[src/verilog/sww_map.svh]
// Constants of the secondary window watchdog: field positions, reset values, key.
// Assumes inclusion by bare name from the design file.
`ifndef SWW_MAP_SVH
`define SWW_MAP_SVH
`define SWW_CNT_W 12
`define SWW_PRESCALE 128
`define SWW_PRE_W 7
`define SWW_KEY 8'hC4
`define SWW_RELOAD_RST 12'hFFF
`define SWW_DELTA_RST 12'hFFF
`define SWW_MODE_RST 32'h3FFF_AFFF
`define SWW_MR_RELOAD_LSB 0
`define SWW_MR_FIEN 12
`define SWW_MR_RSTEN 13
`define SWW_MR_PROC 14
`define SWW_MR_OFF 15
`define SWW_MR_DELTA_LSB 16
`define SWW_MR_DBG 28
`define SWW_MR_IDLE 29
`define SWW_CR_RESTART 0
`define SWW_CR_KEY_LSB 24
`endif

[src/verilog/sww_pkg.sv]
// Types shared by the secondary window watchdog.
// Assumes nothing of its surroundings.
`default_nettype none
package sww_pkg;
  typedef logic [11:0] sww_count_t;
  typedef enum logic [1:0] {
    SWW_RST_NONE = 2'b00,
    SWW_RST_ALL = 2'b01,
    SWW_RST_PROC = 2'b10
  } sww_rstkind_e;
endpackage
`default_nettype wire

[src/verilog/sww_watchdog.sv]
// Secondary window watchdog: counter, prescaler, mode latch, status flags, fault.
// Assumes register strobes come synchronous to mclk; slowTick is a one-cycle slow clock pulse.
//
// Summary of operation
// - Twelve-bit down counter loaded from reload_value in the mode register.
// - Counter decrements once per 128 slow clock ticks.
// - Processor reset sets reload_value to all ones.
// - Power-on leaves watchdog disabled; processor reset restores all defaults.
// - Only the first mode write is taken until a processor reset.
// - Mode write reloads counter and restarts with new configuration.
// - Keyed restart inside the window reloads counter; every keyed restart restarts the prescaler.
// - Control writes with wrong key have no effect at all.
// - Underflow sets underflow_flag; fault output if fault_reset_enable.
// - Restart above delta_window_limit sets window_error_flag and fault, even disabled.
// - delta_window_limit at or above reload_value permits restart anywhere.
// - Interrupt when a flag is set and fault_irq_enable is set.
// - Fault with fault_reset_enable requests a reset clearing flags.
// - Status read or reset clears flags, interrupt and fault.
// - Counter freezes in debug with debug_stop, idle with idle_stop.
// - Slow RC used when main RC unused and crystal or primary off.
// - Only general or processor-only reset requests are produced.
// - processor_only_reset picks processor-only versus whole-system reset.
// - watchdog_off stops the counter.
`timescale 1ns/100ps
`default_nettype none
`include "sww_map.svh"
module sww_watchdog
#(
  parameter int CNT_W = `SWW_CNT_W
)
(
  input wire logic mclk,
  input wire logic arst_n,
  input wire logic procRst,
  input wire logic slowTick,
  input wire logic ctrlWrite,
  input wire logic [31:0] ctrlData,
  input wire logic modeWrite,
  input wire logic [31:0] modeData,
  input wire logic statusRead,
  input wire logic debugState,
  input wire logic idleState,
  input wire logic main_rc_on,
  input wire logic crystal_select,
  input wire logic primaryOff,
  output logic [31:0] modeReg,
  output logic [1:0] statusReg,
  output logic [CNT_W-1:0] countValue,
  output logic faultIrq,
  output logic fault_to_reset_ctrl,
  output logic [1:0] resetKind,
  output logic useSlowRc,
  output logic useMainRc
);

  // ----------------------------------------
  // Decode
  // ----------------------------------------
  logic modeTaken;
  logic keyOk;
  logic restartReq;
  logic inWindow;
  logic halted;
  logic tick;
  logic underflow;
  logic winError;
  logic [`SWW_PRE_W-1:0] prescale;
  logic [CNT_W-1:0] reloadValue;
  logic [CNT_W-1:0] deltaLimit;
  logic [1:0] next_status;

  assign reloadValue = modeReg[`SWW_MR_RELOAD_LSB +: CNT_W];
  assign deltaLimit = modeReg[`SWW_MR_DELTA_LSB +: CNT_W];
  assign keyOk = (ctrlData[`SWW_CR_KEY_LSB +: 8] == `SWW_KEY);
  assign restartReq = ctrlWrite && keyOk && ctrlData[`SWW_CR_RESTART];
  assign inWindow = (countValue <= deltaLimit) || (deltaLimit >= reloadValue);
  assign winError = restartReq && !inWindow;
  assign halted = modeReg[`SWW_MR_OFF]
    || (debugState && modeReg[`SWW_MR_DBG])
    || (idleState && modeReg[`SWW_MR_IDLE]);
  assign tick = slowTick && !halted && (prescale == 7'(`SWW_PRESCALE - 1));
  assign underflow = tick && (countValue == '0);

  // ----------------------------------------
  // Mode register, written once per processor reset
  // ----------------------------------------
  // The disabled power-on value keeps a fresh part quiet until software arms it.
  always_ff @(posedge mclk or negedge arst_n)
  begin
    if (!arst_n)
    begin
      modeReg <= `SWW_MODE_RST;
      modeTaken <= 1'b0;
    end
    else if (procRst)
    begin
      modeReg <= `SWW_MODE_RST;
      modeTaken <= 1'b0;
    end
    else if (modeWrite && !modeTaken)
    begin
      modeReg <= modeData;
      modeTaken <= 1'b1;
    end
  end

  // ----------------------------------------
  // Prescaler and counter
  // ----------------------------------------
  always_ff @(posedge mclk or negedge arst_n)
  begin
    if (!arst_n)
      prescale <= '0;
    else if (procRst || restartReq || (modeWrite && !modeTaken))
      prescale <= '0;
    else if (slowTick && !halted)
      prescale <= prescale + 7'h01;
  end

  always_ff @(posedge mclk or negedge arst_n)
  begin
    if (!arst_n)
      countValue <= `SWW_RELOAD_RST;
    else if (procRst)
      countValue <= `SWW_RELOAD_RST;
    else if (modeWrite && !modeTaken)
      countValue <= modeData[`SWW_MR_RELOAD_LSB +: CNT_W];
    else if (restartReq && inWindow)
      countValue <= reloadValue;
    else if (tick && countValue != '0)
      countValue <= countValue - 12'h001;
  end

  // ----------------------------------------
  // Status flags and fault
  // ----------------------------------------
  // A new event in the read cycle wins, so no fault slips past software.
  always_comb
  begin
    next_status = statusRead ? 2'b00 : statusReg;
    if (underflow)
      next_status[0] = 1'b1;
    if (winError)
      next_status[1] = 1'b1;
  end

  always_ff @(posedge mclk or negedge arst_n)
  begin
    if (!arst_n)
      statusReg <= 2'b00;
    else if (procRst)
      statusReg <= 2'b00;
    else
      statusReg <= next_status;
  end

  always_ff @(posedge mclk or negedge arst_n)
  begin
    if (!arst_n)
    begin
      faultIrq <= 1'b0;
      fault_to_reset_ctrl <= 1'b0;
      resetKind <= sww_pkg::SWW_RST_NONE;
    end
    else if (procRst)
    begin
      faultIrq <= 1'b0;
      fault_to_reset_ctrl <= 1'b0;
      resetKind <= sww_pkg::SWW_RST_NONE;
    end
    else
    begin
      faultIrq <= (next_status != 2'b00) && modeReg[`SWW_MR_FIEN];
      fault_to_reset_ctrl <= winError || (underflow && modeReg[`SWW_MR_RSTEN])
        || (fault_to_reset_ctrl && !statusRead);
      if (winError || (underflow && modeReg[`SWW_MR_RSTEN]))
        resetKind <= !modeReg[`SWW_MR_RSTEN] ? sww_pkg::SWW_RST_NONE
          : modeReg[`SWW_MR_PROC] ? sww_pkg::SWW_RST_PROC
          : sww_pkg::SWW_RST_ALL;
      else if (statusRead)
        resetKind <= sww_pkg::SWW_RST_NONE;
    end
  end

  // ----------------------------------------
  // Clock source choice
  // ----------------------------------------
  always_ff @(posedge mclk or negedge arst_n)
  begin
    if (!arst_n)
    begin
      useSlowRc <= 1'b1;
      useMainRc <= 1'b0;
    end
    else
    begin
      useSlowRc <= !main_rc_on && (crystal_select || primaryOff);
      useMainRc <= !(!main_rc_on && (crystal_select || primaryOff));
    end
  end
endmodule // sww_watchdog
`default_nettype wire

[config.mk]
export PLATFORM = sky130hd
export DESIGN_NAME = sww_watchdog
export DESIGN_NICKNAME = d
export VERILOG_FILES = /design/src/verilog/sww_pkg.sv /design/src/verilog/sww_watchdog.sv
export VERILOG_INCLUDE_DIRS = /design/src /design/src/verilog
export SDC_FILE = /design/constraint.sdc
export NUM_CORES = 1
export LEC_CHECK = 0
export BUFFER_PORTS_ARGS = -buffer_cell sky130_fd_sc_hd__buf_2
export CAP_MARGIN = 25
export CORE_MARGIN = 2
export CORE_UTILIZATION = 48
export DETAILED_ROUTE_END_ITERATION = 8
export GPL_ROUTABILITY_DRIVEN = 0
export GPL_TIMING_DRIVEN = 0
export PLACE_DENSITY = 0.78
export SYNTH_ARGS = -nofsm -noshare
export SYNTH_HDL_FRONTEND = slang
export SYNTH_SLANG_ARGS = --single-unit
[constraint.sdc]
create_clock -name mclk -period 4.15 [get_ports mclk]
set_input_delay 0.83 -clock mclk [delete_from_list [all_inputs] [get_ports mclk]]
set_output_delay 0.83 -clock mclk [all_outputs]
set_load 0.03 [all_outputs]
==> flow_summary.toml <==
[sta]
setup_tns_ns = 0
hold_violations = 0
finalClockSkew_ns = 0.00845
slew_violations = 0
setup_violations = 0
fmax_ghz = 0.311
rsz0062_at_grt = "false"
tightest_slew_ns = 0.644
finalCritPeriodShare_pct = 77.4
slew_headroom_pct = 57.1
layout_min_cycle_time_ns = 3.21

[cts]
holdBufCountCts = 0
cts.sinks = 60
cts_buffers = 9
postCtsSetupRepairBufs = 0
clk_pin_slew_ns = 0.07
cts_root_buffer = "clkbuf_8"
clk_path_buf_depth = 2
htree_num_levels = 3
cts_tree = "yes"
cts_resized = 0
worstSkewPairLatency_ns = 0.35

[global_routing]
grt_overflow = 0
grt_use_met3_pct = 3.51
grt_pass1_vias = 3202
grt_max_degree = 42
gr-max-usage-layer = "met2"
track_usage_pct = 26.2
antenna_found_initial = 0
grt_use_met1_pct = 36.9
grtUsageMet2_pct = 39.3
grt_pass1_wl_mm = 15.6

[critical_path]
crit_start = "modeReg[16]$_DFFE_PN1P_"
r2r_cells = 10
critPathArrivalTime_ns = 3.47
cp_slowest_cell = "dfstp_2"
r2r-start = "modeReg[16]$_DFFE_PN1P_"
max_stage_delay_ns = 0.55
rrSetupSlack_ns = 0.94
critPathCaptureType = "flop"
path_class = "flop to flop"
r2r-end = "countValue[9]$_DFFE_PN1P_"
cp_max_fo = 10
path_cells = "inv_1 > ha_1 > nor3b_1 > o21ai_0 > a211o_1 > a221oi_2 > nand2b_1 > clkbuf_1 > a21oi_1 > o221ai_1"
critical_path_required_ns = 4.41
setup.worst_path.end = "countValue[9]$_DFFE_PN1P_"
start_kind = "flop"

[yosys]
synth_top_area_share_pct = 30.8
postSynthCellCount = 378
synth_top_area_cell = "dfstp_2"
ys_top_cells_by_area = "dfstp_2, dfrtp_1, ha_1"
syn-cell-area_sq_um = 3500
synthArstFlopShare_pct = 100
syn_area_per_cell_sq_um = 9.25
synth.top_cells.by_count = "nor2_1, dfstp_2, nand2_1, inv_1, a21oi_1"
yosysMostFrequentCell = "nor2_1"
synth-edff-count = 0
syn_nets = 480
synth_seq_area_share_pct = 44.4
synth_top_flop_cell = "dfstp_2"
ys_ff_latch = 60
ys_types = 49
synth_warnings = 0

[cells_and_area]
syn_to_final_growth_pct = 25.7
fin_nets = 596
n_antenna_cell = 0
drive_gt1_share_pct = 34.9
fillers = 644
multi_input_area_sq_um = 1750
register_area_sq_um = 1550
stdcell_count = 598

[die]
die_w_um = 89.3
start_util_pct = 49.0
core_sq_um = 7140
rows = 31
die_area_sq_um = 7980
io_pins = 128
fp.dieH_um = 89.3

[status]
status = "finished, final reports clean"

[run]
maxCapViolCount = 0

[drt]
drc = 0
routedWlPerCell_um = 16.6
first_pass_iters = 5
drt-total-wl_mm = 9.90
vias = 3373
drt_iter0_drc = 257
via_per_inst = 5.64
final_antenna_net_count = 0

[min_path]
hp-class = "input pin to async pin"

[pwr]
peakVddDrop_uv = 337
p_leak_uw = 0.00213
power_density_nw_per_um2 = 394

[placement]
io_buffers = 104
hpwl_mm = 7.29
placedCellCount = 582
-- metal layers --
metal	vias to the layer above	wire [um]
met3	33	655
met5	-	0
li1	1573	-
met1	1620	4340
met2	147	4570
met4	0	345
-- worst min path at each step --
stage,startpoint,to,slack [ns],cells after the start
floorplan,modeTaken$_DFFE_PN0P_,modeTaken$_DFFE_PN0P_,0.47,2
global placement,modeReg[15]$_DFFE_PN1P_,modeReg[15]$_DFFE_PN1P_,0.48,2
detailed placement,modeReg[2]$_DFFE_PN1P_,modeReg[2]$_DFFE_PN1P_,0.48,2
CTS,arst_n,faultIrq$_DFF_PN0_,0.44,1
global route,arst_n,faultIrq$_DFF_PN0_,0.47,1
finish,arst_n,faultIrq$_DFF_PN0_,0.42,1
-- state kept, by name, indices dropped and copies added (netlist names) --
name                 cells
countValue              12
faultIrq                 1
fault_to_reset_ctrl      1
modeReg                 32
modeTaken                1
prescale                 7
resetKind                2
statusReg                2
useMainRc                1
useSlowRc                1
-- cells by family (layout without fill, tap and decap cells) --
group,count (synthesis),in the layout,share of synthesized area [%]
multiplexers,3,3,0.859
flip-flops,60,60,44.4
AO/OA/AOI/OAI,96,96,18.3
adder cells (fa/ha/maj),26,26,9.31
XOR/XNOR,13,13,3.26
buffers and inverters,51,172,5.55
AND/OR/NAND/NOR,129,129,18.3
-- where the power goes --
part	internal, uW	total, uW	leakage, uW	switching, uW
Clock	385	629	0.000122	243
Combinational	143	406	0.00132	263
Sequential	649	696	0.000691	46.4
Total	1180	1730	0.00213	553
-- critical path, delay by kind of cell (launching register included) --
family	cells	cell delay, ns
DFF	1	0.55
and+or+nand+nor	2	0.48
buffers and inverters	2	0.54
AOI/OAI and AO/OA	5	1.27
adders and majority gates	1	0.27
-- layout by cell type, fill, tap and decap left out, drive strengths merged, types with 5 or more instances in the layout --
cell type  netlist  routed
o21ai           23      23
nor3             6       6
nor2            43      43
buf              3     108
a21oi           29      29
nand3            5       5
inv             33      33
dfrtp           19      19
nand2           38      38
o211ai           7       7
nand3b           5       5
ha              26      26
a31oi            7       7
dfstp           41      41
clkbuf          15      27
or3              5       5
nand4            7       7
a211o           14      14
xor2             9       9
-- metrics by stage --
step	power, uW	util, %	hold WS (ns)	instance area, sq um	worst slack [ns]
floorplan	957	-	0.472	3500	1.44
detailed placement	1110	58.3	0.484	4160	1.02
global placement	1090	58.0	0.480	4140	1.09
CTS	1730	61.6	0.443	4400	0.997
global route	1800	61.6	0.466	4400	0.773
finish	1730	61.6	0.424	4400	0.938
-- area by class of cell --
type	count	share of cell area (%)
Inverter	33	2.82
Multi-Input combinational cell	267	39.8
Buffer	18	1.59
Sequential cell	60	35.3
Timing Repair Buffer	105	12.3
Clock inverter	4	1.59
Clock buffer	12	3.76
Tap cell	99	2.82
Power figures use the tool's default switching activity.
